$ cat src/pkg/adp_pkg.sv
// constants and types for the audio numeric datapath
// assumes one 250 MHz clock domain and no software-visible registers
package adp_pkg;
  // ==========================================================
  // word formats
  localparam int IO_W    = 24;   // sample width at the ports
  localparam int HEAD_W  = 4;    // headroom bits
  localparam int CORE_W  = IO_W + HEAD_W;  // 5.23 core word
  localparam int FRAC_W  = 23;
  localparam logic [IO_W-1:0]   OUT_MAX  = 24'h7f_ffff;
  localparam logic [IO_W-1:0]   OUT_MIN  = 24'h80_0000;
  localparam logic [CORE_W-1:0] CORE_ONE = 28'h080_0000;
  // ==========================================================
  // execution budget
  localparam int CYC_FULL = 512;
  localparam int CYC_W    = 10;
  localparam logic [1:0] RATE_SINGLE = 2'h0;
  localparam logic [1:0] RATE_DOUBLE = 2'h1;
  localparam logic [1:0] RATE_QUAD   = 2'h2;
  localparam int FIFO_DEPTH = 8;

  typedef enum logic [2:0] {
    ADP_IDLE = 3'b001,
    ADP_RUN  = 3'b010,
    ADP_EMIT = 3'b100
  } adp_state_t;
endpackage : adp_pkg
$ cat src/hdl/adp_core.sv
// stream datapath: sample in, 5.23 core processing, clipped sample out
// assumes samples from same-clock serial-port logic; host mutes by control pins
// Function
// - samples enter and leave as 24-bit words; four headroom bits held inside
// - parameters and data share signed 5.23 fixed-point format
// - core range spans -16 to +16 minus one lsb; -1 is 0xF800000
// - 24-bit input samples are sign-extended to the 28-bit core word
// - clipper drops headroom bits, giving 24-bit output from -1 to 1-lsb
// - fixed budget of 512 instruction cycles runs every single-rate sample period
// - rate setting shortens cycles per sample for double or quad rate input
// - default program passes input through; outputs muted until unmuted
`timescale 1ns/100ps
`default_nettype none
module adp_core
  import adp_pkg::*;
#(
  parameter int IN_W = adp_pkg::IO_W
) (
  input  wire logic                     i_clk,       // 250 MHz clock
  input  wire logic                     i_srst,      // sync reset, active high
  input  wire logic                     i_in_valid,  // input sample valid
  output logic                          o_in_ready,  // fifo can take a sample
  input  wire logic [adp_pkg::IO_W-1:0] i_in_data,   // 24-bit input sample
  input  wire logic [1:0]               i_rate,      // 0 single, 1 double, 2 quad
  input  wire logic                     i_unmute,    // high releases the mute
  input  wire logic [adp_pkg::CORE_W-1:0] i_gain,    // 5.23 gain parameter
  input  wire logic                     i_gain_en,   // use gain instead of pass
  output logic                          o_out_valid, // one-cycle output strobe
  output logic [adp_pkg::IO_W-1:0]      o_out_data,  // clipped 24-bit sample
  output logic                          o_busy       // program running
);
  import adp_pkg::*;

  // ==========================================================
  // input buffer
  logic              fifo_valid;
  logic [IO_W-1:0]   fifo_data;
  logic              take;

  adp_fifo #(
    .WIDTH (IO_W),
    .DEPTH (FIFO_DEPTH)
  ) u_fifo (
    .i_clk   (i_clk),
    .i_srst  (i_srst),
    .i_valid (i_in_valid),
    .o_ready (o_in_ready),
    .i_data  (i_in_data),
    .o_valid (fifo_valid),
    .i_ready (take),
    .o_data  (fifo_data)
  );

  // ==========================================================
  // sequencing
  adp_state_t         state_r;
  adp_state_t         state_nxt;
  logic [CYC_W-1:0]   pc_r;
  logic [CYC_W-1:0]   budget_r;
  logic [CORE_W-1:0]  acc_r;
  logic [2*CORE_W-1:0] prod;
  logic [CORE_W-1:0]  prod_q;
  logic               unmute_s1_r;
  logic               unmute_r;
  logic [CYC_W:0]     run_len_r;
  logic [IO_W-1:0]    out_r;
  logic               out_v_r;

  // cycles per sample; undefined code falls back to full budget
  wire [CYC_W:0] cyc_single = (CYC_W+1)'(CYC_FULL);
  wire [CYC_W:0] cyc_sel    = (i_rate == RATE_DOUBLE) ? cyc_single >> 1 :
                              (i_rate == RATE_QUAD)   ? cyc_single >> 2 :
                              cyc_single;
  wire [CYC_W-1:0] budget_last = CYC_W'(cyc_sel - 1'b1);

  assign take = (state_r == ADP_IDLE) && fifo_valid;

  // sign extension keeps 1.0 input mapped onto core 1.0
  wire [CORE_W-1:0] in_ext = {{HEAD_W{fifo_data[IO_W-1]}}, fifo_data};

  // signed 5.23 multiply, product re-aligned by the fraction width
  // both factors widened first so the full 56-bit product survives
  assign prod   = $signed({{CORE_W{acc_r[CORE_W-1]}}, acc_r}) *
                  $signed({{CORE_W{i_gain[CORE_W-1]}}, i_gain});
  assign prod_q = prod[FRAC_W +: CORE_W];

  // ==========================================================
  // clipper: top bits must all equal the output sign, else saturate
  wire [HEAD_W:0] top_bits = acc_r[CORE_W-1 -: HEAD_W+1];
  wire            in_range = (&top_bits) || ~(|top_bits);
  wire [IO_W-1:0] clipped  = in_range ? acc_r[IO_W-1:0] :
                             (acc_r[CORE_W-1] ? OUT_MIN : OUT_MAX);

  always_comb begin
    state_nxt = state_r;
    case (state_r)
      ADP_IDLE: begin
        if (fifo_valid) begin
          state_nxt = ADP_RUN;
        end
      end
      ADP_RUN: begin
        if (pc_r == budget_r) begin
          state_nxt = ADP_EMIT;
        end
      end
      ADP_EMIT: state_nxt = ADP_IDLE;
      default:  state_nxt = ADP_IDLE;
    endcase
  end

  always_ff @(posedge i_clk) begin
    if (i_srst) begin
      state_r  <= ADP_IDLE;
      pc_r     <= '0;
      budget_r <= '1;
      acc_r    <= '0;
    end else begin
      state_r <= state_nxt;
      if (take) begin
        acc_r    <= in_ext;
        pc_r     <= '0;
        budget_r <= budget_last;  // rate latched per sample, no mid-frame change
      end else if (state_r == ADP_RUN) begin
        pc_r <= pc_r + 1'b1;
        // the built-in program is a pass-through; the single gain step is
        // the only instruction that touches the word
        if (pc_r == '0 && i_gain_en) begin
          acc_r <= prod_q;
        end
      end
    end
  end

  // ==========================================================
  // output stage, muted from reset until released
  // mute pin comes from the host side, so it passes two flops first
  always_ff @(posedge i_clk) begin
    if (i_srst) begin
      unmute_s1_r <= 1'b0;
      unmute_r    <= 1'b0;
      out_r       <= '0;
      out_v_r     <= 1'b0;
    end else begin
      unmute_s1_r <= i_unmute;
      unmute_r    <= unmute_s1_r;
      out_v_r  <= (state_r == ADP_EMIT);
      if (state_r == ADP_EMIT) begin
        out_r <= unmute_r ? clipped : '0;
      end
    end
  end

  assign o_out_valid = out_v_r;
  assign o_out_data  = out_r;
  assign o_busy      = (state_r != ADP_IDLE);

  // ==========================================================
  // run length watch: counts consecutive run cycles for the budget checks
  // kept apart from pc_r so a broken counter cannot hide its own fault
  always_ff @(posedge i_clk) begin
    if (i_srst) begin
      run_len_r <= '0;
    end else if (state_r == ADP_RUN) begin
      run_len_r <= run_len_r + 1'b1;
    end else begin
      run_len_r <= '0;
    end
  end

  // ==========================================================
  // checks
  a_out_sat_pos: assert property (@(posedge i_clk) disable iff (i_srst)
    (state_r == ADP_EMIT && unmute_r && !acc_r[CORE_W-1] && !in_range)
      |=> o_out_data == OUT_MAX)
    else $error("positive overflow not saturated");
  a_out_sat_neg: assert property (@(posedge i_clk) disable iff (i_srst)
    (state_r == ADP_EMIT && unmute_r && acc_r[CORE_W-1] && !in_range)
      |=> o_out_data == OUT_MIN)
    else $error("negative overflow not saturated");
  a_clip_pass: assert property (@(posedge i_clk) disable iff (i_srst)
    (state_r == ADP_EMIT && unmute_r && in_range)
      |=> o_out_data == $past(acc_r[IO_W-1:0]))
    else $error("in-range value altered by clipper");
  a_sign_ext: assert property (@(posedge i_clk) disable iff (i_srst)
    take |=> acc_r == {{HEAD_W{$past(fifo_data[IO_W-1])}}, $past(fifo_data)})
    else $error("input not sign-extended");
  a_mute_zero: assert property (@(posedge i_clk) disable iff (i_srst)
    (state_r == ADP_EMIT && !unmute_r) |=> o_out_data == '0)
    else $error("muted output not zero");
  a_budget_full: assert property (@(posedge i_clk) disable iff (i_srst)
    (take && i_rate == RATE_SINGLE) |=> budget_r == CYC_W'(CYC_FULL - 1))
    else $error("single rate budget wrong");
  a_budget_quad: assert property (@(posedge i_clk) disable iff (i_srst)
    (take && i_rate == RATE_QUAD) |=> budget_r == CYC_W'(CYC_FULL/4 - 1))
    else $error("quad rate budget wrong");
  a_run_emit: assert property (@(posedge i_clk) disable iff (i_srst)
    (state_r == ADP_RUN && pc_r == budget_r) |=> state_r == ADP_EMIT ##1 o_out_valid)
    else $error("sample not emitted after budget");
  a_unity_gain: assert property (@(posedge i_clk) disable iff (i_srst)
    (state_r == ADP_RUN && pc_r == '0 && i_gain_en && i_gain == CORE_ONE)
      |=> acc_r == $past(acc_r))
    else $error("unity gain changed the word");

  // ==========================================================
  // rate and budget checks
  a_budget_double: assert property (@(posedge i_clk) disable iff (i_srst)
    (take && i_rate == RATE_DOUBLE) |=> budget_r == CYC_W'(CYC_FULL/2 - 1))
    else $error("double rate budget wrong");

  // the spare rate code must behave like single rate, never shorter
  a_budget_spare: assert property (@(posedge i_clk) disable iff (i_srst)
    (take && i_rate == 2'h3) |=> budget_r == CYC_W'(CYC_FULL - 1))
    else $error("spare rate code budget wrong");

  a_budget_hold: assert property (@(posedge i_clk) disable iff (i_srst)
    (state_r == ADP_RUN) |=> $stable(budget_r))
    else $error("budget changed during a sample");

  a_pc_bound: assert property (@(posedge i_clk) disable iff (i_srst)
    (state_r == ADP_RUN) |-> pc_r <= budget_r)
    else $error("program counter ran past budget");

  a_pc_start: assert property (@(posedge i_clk) disable iff (i_srst)
    take |=> (pc_r == '0 && state_r == ADP_RUN))
    else $error("program did not start at zero");

  a_run_len: assert property (@(posedge i_clk) disable iff (i_srst)
    run_len_r <= (CYC_W+1)'(CYC_FULL))
    else $error("run exceeded full budget");

  a_run_exact: assert property (@(posedge i_clk) disable iff (i_srst)
    (state_r == ADP_EMIT) |-> run_len_r == (CYC_W+1)'(budget_r) + 1'b1)
    else $error("run length differs from budget");

  // ==========================================================
  // sequencing checks
  a_state_onehot: assert property (@(posedge i_clk) disable iff (i_srst)
    $onehot(state_r))
    else $error("state register not one-hot");

  a_emit_once: assert property (@(posedge i_clk) disable iff (i_srst)
    (state_r == ADP_EMIT) |=> state_r == ADP_IDLE)
    else $error("emit state held too long");

  a_out_pulse: assert property (@(posedge i_clk) disable iff (i_srst)
    o_out_valid |=> !o_out_valid)
    else $error("output strobe longer than one cycle");

  a_out_hold: assert property (@(posedge i_clk) disable iff (i_srst)
    !o_out_valid |-> $stable(o_out_data))
    else $error("output data moved without strobe");

  // ==========================================================
  // numeric, unmute synchroniser and fifo ready checks
  a_head_sign: assert property (@(posedge i_clk) disable iff (i_srst)
    take |=> (&acc_r[CORE_W-1 -: HEAD_W+1]) || !(|acc_r[CORE_W-1 -: HEAD_W+1]))
    else $error("fresh sample does not fit output range");

  a_gain_step: assert property (@(posedge i_clk) disable iff (i_srst)
    (state_r == ADP_RUN && pc_r == '0 && i_gain_en) |=> acc_r == $past(prod_q))
    else $error("gain step result lost");

  // pass-through program: the word may only change on the gain step
  a_pass_through: assert property (@(posedge i_clk) disable iff (i_srst)
    (state_r == ADP_RUN && !(pc_r == '0 && i_gain_en)) |=> $stable(acc_r))
    else $error("word changed outside the gain step");

  a_unmute_sync: assert property (@(posedge i_clk) disable iff (i_srst)
    $rose(unmute_r) |-> $past(i_unmute, 2))
    else $error("unmute bypassed the synchroniser");

  a_in_ready: assert property (@(posedge i_clk) disable iff (i_srst)
    (!o_in_ready) |-> fifo_valid)
    else $error("fifo refuses while empty");
endmodule : adp_core
`default_nettype wire

$ cat src/hdl/adp_fifo.sv
// small synchronous FIFO holding input samples
// assumes one clock and a synchronous active-high reset
`timescale 1ns/100ps
`default_nettype none
module adp_fifo #(
  parameter int WIDTH = 24,
  parameter int DEPTH = 8
) (
  input  wire logic             i_clk,    // clock
  input  wire logic             i_srst,   // sync reset
  input  wire logic             i_valid,  // write request
  output logic                  o_ready,  // not full
  input  wire logic [WIDTH-1:0] i_data,   // write data
  output logic                  o_valid,  // not empty
  input  wire logic             i_ready,  // read request
  output logic      [WIDTH-1:0] o_data    // head word, registered
);
  localparam int AW = $clog2(DEPTH);
  logic [WIDTH-1:0] mem_r [DEPTH];
  logic [AW-1:0]    wp_r;
  logic [AW-1:0]    rp_r;
  logic [AW:0]      cnt_r;
  logic [WIDTH-1:0] head_r;
  wire              wr_en = i_valid && o_ready;
  wire              rd_en = i_ready && o_valid;
  wire [AW-1:0]     rp_nxt = (rp_r == AW'(DEPTH-1)) ? '0 : rp_r + 1'b1;

  assign o_ready = (cnt_r != (AW+1)'(DEPTH));
  assign o_valid = (cnt_r != '0);
  assign o_data  = head_r;

  always_ff @(posedge i_clk) begin
    if (wr_en) begin
      mem_r[wp_r] <= i_data;
    end
  end

  // head register kept current so read data always comes from a flop
  always_ff @(posedge i_clk) begin
    if (i_srst) begin
      wp_r   <= '0;
      rp_r   <= '0;
      cnt_r  <= '0;
      head_r <= '0;
    end else begin
      if (wr_en) begin
        wp_r <= (wp_r == AW'(DEPTH-1)) ? '0 : wp_r + 1'b1;
      end
      if (rd_en) begin
        rp_r <= rp_nxt;
      end
      cnt_r <= cnt_r + (AW+1)'(wr_en) - (AW+1)'(rd_en);
      if (rd_en) begin
        head_r <= (wr_en && cnt_r == (AW+1)'(1)) ? i_data : mem_r[rp_nxt];
      end else if (wr_en && cnt_r == '0) begin
        head_r <= i_data;
      end else begin
        head_r <= mem_r[rp_r];
      end
    end
  end
endmodule : adp_fifo
`default_nettype wire

$ cat config.mk
export PLATFORM = sky130hd
export DESIGN_NAME = adp_core
export DESIGN_NICKNAME = d
export VERILOG_FILES = /design/src/pkg/adp_pkg.sv /design/src/hdl/adp_core.sv /design/src/hdl/adp_fifo.sv
export SDC_FILE = /design/constraint.sdc
export NUM_CORES = 2
export LEC_CHECK = 0
export ABC_CLOCK_PERIOD_IN_PS = 8100
export BUFFER_PORTS_ARGS = -buffer_cell sky130_fd_sc_hd__clkbuf_2
export CAP_MARGIN = 20
export CORE_AREA = 4 4 263 265
export CTS_BUF_LIST = sky130_fd_sc_hd__clkbuf_8
export DETAILED_ROUTE_END_ITERATION = 10
export DIE_AREA = 0 0 267 269
export PLACE_DENSITY = 0.85
export SYNTH_ARGS = -nofsm -noshare
export SYNTH_HDL_FRONTEND = slang
export SYNTH_SLANG_ARGS = --single-unit
$ cat constraint.sdc
create_clock -name i_clk -period 8.1 [get_ports i_clk]
set_input_delay 1.215 -clock i_clk [delete_from_list [all_inputs] [get_ports i_clk]]
set_output_delay 1.215 -clock i_clk [all_outputs]
set_load 0.01 [all_outputs]
# Yosys cells after proc, flatten, opt, wreduce, memory -nomap -nowiden
# Memory sizes are Yosys's and may differ from the RTL's. A register that Yosys moved wholly into a read port is not among the register bits.
# Cells that the tools add are included.
[totals]
ram_bits = 192
n_memories = 1
elab_cells = 71
regBits = 112
[mem_list]
columns = ["name", "words", "width", "read_ports", "rd_ports_with_merged_regs", "wr", "line_no", "rtl"]
rows = [
  ["u_fifo.mem_r", 8, 24, 2, 1, 1, "adp_fifo.sv:19", "logic [WIDTH-1:0] mem_r [DEPTH];"],
]
[classes]
mul = 1
n_bitwise = 1
mux = 20
n_eq_ne = 13
n_reduce_logical = 17
n_addsub = 6
[ops]
columns = ["cell", "n"]
rows = [
  ["$mux W24", 6],
  ["$mux W28", 3],
  ["$mul A28 B28 Y51", 1],
  ["$mux W10", 2],
  ["$mux W3", 6],
  ["$add A10 B1 Y10 const B", 1],
  ["$eq A10 B10 Y1", 1],
  ["$logic_not A10 Y1", 1],
  ["$sub A10 B1 Y10 const B", 1],
  ["$eq A3 B3 Y1 const B", 3],
  ["$add A3 B1 Y3 const B", 2],
  ["$logic_and A1 B1 Y1", 6],
  ["$pmux W3 S2", 1],
  ["$reduce_and A5 Y1", 1],
  ["$reduce_or A5 Y1", 1],
  ["$add A4 B1 Y4", 1],
  ["$eq A4 B1 Y1 const B", 1],
  ["$logic_not A4 Y1", 1],
  ["$ne A2 B2 Y1 const B", 2],
  ["$ne A4 B4 Y1 const B", 1],
  ["$reduce_and A2 Y1", 2],
  ["$reduce_bool A2 Y1", 2],
  ["$reduce_bool A4 Y1", 1],
  ["$sub A4 B1 Y4", 1],
  ["9 further kinds", 10],
]

# Depth between registers and ports, before layout
[logic_depth]
depth_word = 5
ltp_mapped = 28

# By module
# A second synthesis with hierarchy kept.
[hier_totals]
hier_cells = 4000
hier_area_um2 = 40092.2
[by_module_without_submodules]
columns = ["mod", "seq_area_each_um2", "instances", "cells_each", "area_per_inst_um2"]
rows = [
  ["adp_core", 1421.4, 1, 3234, 29553.3],
  ["adp_fifo", 6506.2, 1, 766, 10538.9],
]

# Least setup slack after synthesis
# No wires, ideal clock.
[synth_timing]
kind = "input to register"
startpoint = "in i_gain[2] (netlist name)"
endpoint = "reg acc_r[26]"
setup_ps = 86
arrival_ps = 7957
path_stages = 28
n_path_buf = 3
path_slack_ps = 57
cell_sequence = "clkbuf_1 clkbuf_1 nand2_1 inv_1 fa_1 fa_1 inv_1 fa_1 inv_1 fa_1 fa_1 fa_1 inv_1 fa_1 inv_1 ha_1 ha_1 clkbuf_1 a21oi_1 nor2b_1 o21ai_0 nand2b_1 a21oi_1 o21ai_0 and2_1 a311oi_1 xor2_1 a211oi_1"
[synth_between]
elab_chain_len = 4
[synth_lines]
columns = ["item", "line_no", "rtl"]
rows = [
  ["from (decl)", "adp_core.sv:26", "input wire logic [adp_pkg::CORE_W-1:0] i_gain,"],
  ["$mul A28 B28 Y51", "adp_core.sv:83", "assign prod = $signed({{CORE_W{acc_r[CORE_W-1]}}, acc_r}) *"],
  ["$mux W28", "adp_core.sv:128", "if (pc_r == '0 && i_gain_en) begin"],
  ["$mux W28", "adp_core.sv:124", "end else if (state_r == ADP_RUN) begin"],
  ["$mux W28", "adp_core.sv:120", "if (take) begin"],
  ["to (signal assigned)", "adp_core.sv:121", "acc_r <= in_ext;"],
  ["to (signal assigned)", "adp_core.sv:129", "acc_r <= prod_q;"],
  ["to (decl)", "adp_core.sv:60", "logic [CORE_W-1:0] acc_r;"],
]
# Every way passes these cells. The select of a mux whose other input is x is not followed.
# A chain may end at the register's enable or synchronous reset.

# Final worst setup path
[layout_timing]
startpoint = "in i_gain[4] (netlist name)"
endpoint = "reg acc_r[25]"
# The elaborated chain is that of the path after synthesis.

==> metrics.md <==
| Metric | Value |
|---|---|
| Die Span Y | between 200 and 300 um |
| Delay-heaviest family, CP | adder cells |
| Worst skew pair latency | 550 ps |
| DRT antenna net count | 0 |
| CP arrival | 8340 ps |
| Final setup viols | 0 |
| Synth area leader | fa_1 |
| Clock Tree Buf Depth | 3 |
| Post-synth cell types | 59 |
| Antenna violations before repair | 8 |
| Final instance area | 42,800 um2 |
| Final Critical Period | 7920 ps |
| Critical Path End Type | flip-flop |
| DP HPWL | 78,600 um |
| Top cells by area, synth | fa_1 39%, edfxtp_1 15%, inv_1 6.7%, and2_1 6.0%, ha_1 5.7% |
| Commonest non-fill, non-tap cell in the layout | fa_1 |
| TritonCTS Buffers | 45 |
| Worst hold path class | reg -> reg |
| Post-Synthesis Cells | 3,802 |
| Layout Skew | about 18 ps |
| Nets | 4,902 |
| Max Slew Vio Count | 0 |
| Top cell by count, worst path | fa_1 |
| Synth async-reset ratio | 0% |
| IO Port Bufs | 85 |
| Kind of critical path | in -> reg |
| Number of synthesized flops with an enable pin | 192 |
| Flop2flop setup slack | 200 ps |
| Slowest stage delay, CP | 590 ps |
| Post-Route WL | 101,000 um |
| Post-DR wirelength/cell | 21.0 um |
| Via Count | 28,163 |
| Synthesized cell area | 39,700 um2 |
| Site row count | 95 |
| Die ar. | 71,800 um2 |
| Crit-path max FO | 9 |
| Unrepaired setup endpoints after global routing | false |
| # clock sinks | 300 |
| CTS tree | yes |
| First-pass GRT wire length | 164,000 um |
| Worst-margin pin slew | roughly 1200 ps |
| Met3 WL | 9010 um |
| Congestion Overflow GR | 0 |
| Buf/Inv on CP | 5 |
| Initial Utilization | about 60% |
| H-tree depth | 2 |
| Post-synth top area share | 38.8% |
| Slew headroom | 20.3% |
| Max Used Layer | met5 |
| Vias per inst | 5.86 |
| Layout cells sized above 1 | 12.0% |
| Worst-path clk slew | roughly 60 ps |
| # IOs | 86 |
| Root Driver | clkbuf_8 |
| Total track usage | 29.3% |
| Slowest-stage cell, CP | fa_1 |
| Ys flop type | edfxtp_1 |
| Worst Path Required | 8520 ps |
| Synth-to-layout area growth | 7.92% |
| Syn Nets | 4,813 |
| Largest net degree at the start of global routing | 69 |
| Status | finished, final reports clean |
| Seq/Total Area, Yosys | 20.0% |
| Met2 wire length | 51,000 um |
| CP Cell Sequence | clkbuf_2 -> buf_4 -> and2_1 -> fa_1 -> fa_1 -> inv_1 -> fa_1 -> inv_1 -> fa_1 -> fa_1 -> fa_1 -> fa_1 -> ha_1 -> ha_1 -> nand4_1 -> nor3_1 -> o2111ai_1 -> a31o_2 -> nor4_4 -> a221o_2 -> buf_4 -> a41oi_1 -> a2111oi_2 |
| Core region area | 66,800 um2 |
| Gpl congestion | 0.951 |
| Residual DRC | 0 |
| Fin. Hold Viols | 0 |
| Startpoint types | primary input |
| Die Wd | roughly 270 um |
| Fmax | 126 MHz |
| Period utilisation layout | 97.8% |
| Synthesized flop and latch total | 300 |
| Most frequent cells in the layout | 770 x fa_1, 722 x inv_1, 516 x nand2_1, 379 x and2_1, 193 x buf_4 |
| M1 wire length | 35,800 um |
| Post-Syn Area per Cell | 10.4 um2 |
| DR iter-0 viols | 2,442 |
| Pre-Repair DR Iteration Count | 5 |
| Area after DPL | 41,900 um2 |
| Synth Warn # | 0 |
| Max Cap Viol | 0 |
| Number of global-route vias before repair | 31,065 |
==> registers in the layout (all words and copies together) (netlist names), named ones only <==
| register | cells |
|---|---|
| u_fifo.wp_r | 3 |
| acc_r | 28 |
| state_r | 3 |
| budget_r | 3 |
| u_fifo.mem_r | 192 |
| o_out_valid | 1 |
| unmute_s1_r | 1 |
| u_fifo.o_data | 24 |
| unmute_r | 1 |
| u_fifo.rp_r | 3 |
| u_fifo.cnt_r | 4 |
| o_out_data | 24 |
| pc_r | 10 |
==> cells by family (layout without fill, tap and decap cells) <==
group / after synthesis / in the layout / share of synthesized area [%]
multiplexers: 149 / 149 / 6.80
buffers and inverters: 952 / 1074 / 9.07
XOR/XNOR: 62 / 62 / 1.37
AND/OR/NAND/NOR: 1088 / 1088 / 13.4
flip-flops: 300 / 300 / 20.0
adder cells (fa/ha/maj): 952 / 952 / 44.6
AO/OA/AOI/OAI: 299 / 299 / 4.80
other: 0 / 5 / 0
==> worst register-to-register path, stage by stage, from the launching register on <==
cell,delay (ps)
dfxtp_1,1000
and2_1,290
fa_1,470
fa_1,540
inv_1,50
fa_1,480
inv_1,50
fa_1,500
inv_1,50
fa_1,540
inv_1,50
fa_1,500
fa_1,430
ha_1,290
ha_1,350
nand4_1,150
nor3_1,220
o2111ai_1,260
a31o_2,370
nor4_4,270
a221o_2,240
buf_4,130
a41oi_1,160
a2111oi_2,390
==> synthesized netlist by cell type (all sizes together) (2+ instances only) <==
| master | number |
|---|---|
| a2111oi | 5 |
| a211o | 2 |
| a211oi | 13 |
| a21o | 26 |
| a21oi | 112 |
| a221oi | 2 |
| a311oi | 7 |
| a31o | 4 |
| a31oi | 4 |
| and2 | 380 |
| and3 | 7 |
| and4 | 2 |
| buf | 22 |
| clkbuf | 220 |
| dfxtp | 108 |
| edfxtp | 192 |
| fa | 770 |
| ha | 182 |
| inv | 710 |
| mux2i | 52 |
| mux4 | 96 |
| nand2 | 517 |
| nand2b | 16 |
| nand3 | 20 |
| nand3b | 2 |
| nand4 | 15 |
| nor2 | 71 |
| nor2b | 23 |
| nor3 | 20 |
| nor4 | 8 |
| o211ai | 52 |
| o21a | 3 |
| o21ai | 53 |
| o21bai | 6 |
| o22ai | 4 |
| or2 | 4 |
| or3 | 2 |
| xnor2 | 40 |
| xor2 | 22 |
==> final cells by class <==
cell class / instances / area, um2
inverters: 710 / 2670
clock inverters: 29 / 198
multi-input cells: 2550 / 28200
clock buffers: 51 / 702
repair buffers: 284 / 2020
flip-flops and latches: 300 / 7930
diodes: 5 / 12.5
well taps: 873 / 1090
fillers: 4920 / 24000
==> metrics by stage <==
| step | hold slack, ps | setup slack [ps] | util, % | instances | setup TNS (ps) |
|---|---|---|---|---|---|
| finish | 451 | 180 | 64.1 | 4802 | 0 |
| global route | 476 | 2.09 | 64.1 | 4800 | 0 |
| CTS | 451 | 341 | 64.0 | 4796 | 0 |
| detailed placement | 443 | -203 | 62.7 | 4716 | -731 |
| global placement | 438 | -49.0 | 62.7 | 4716 | -75.4 |
| floorplan | 414 | 57.0 | - | 3802 | 0 |
==> path summary, 6_finish.rpt <==
path | depth (start not counted) | end | from
hold reg to reg | 2 | o_out_data[4] | o_out_data[4]
setup reg to reg | 23 | acc_r[25] | acc_r[9]
setup / recovery | 23 | acc_r[25] | i_gain[4]
hold / removal | 2 | o_out_data[4] | o_out_data[4]
==> layer usage <==
| layer | GRT usage, % | vias to the layer above |
|---|---|---|
| met5 | 0 | - |
| met4 | 13.5 | 6 |
| met3 | 5.44 | 348 |
| met2 | 50.5 | 1462 |
| met1 | 36.2 | 14393 |
| li1 | - | 11954 |
==> repair_timing <==
| item | CTS | global route |
|---|---|---|
| setup endpoints to repair | 0 | 1 |
| hold buffers | 0 | 0 |
| buffers inserted | 0 | 0 |
| resized for setup | 0 | 1 |
Power is not shown: default switching activity piles up to over one toggle a cycle in this logic, so the estimate is an artifact.
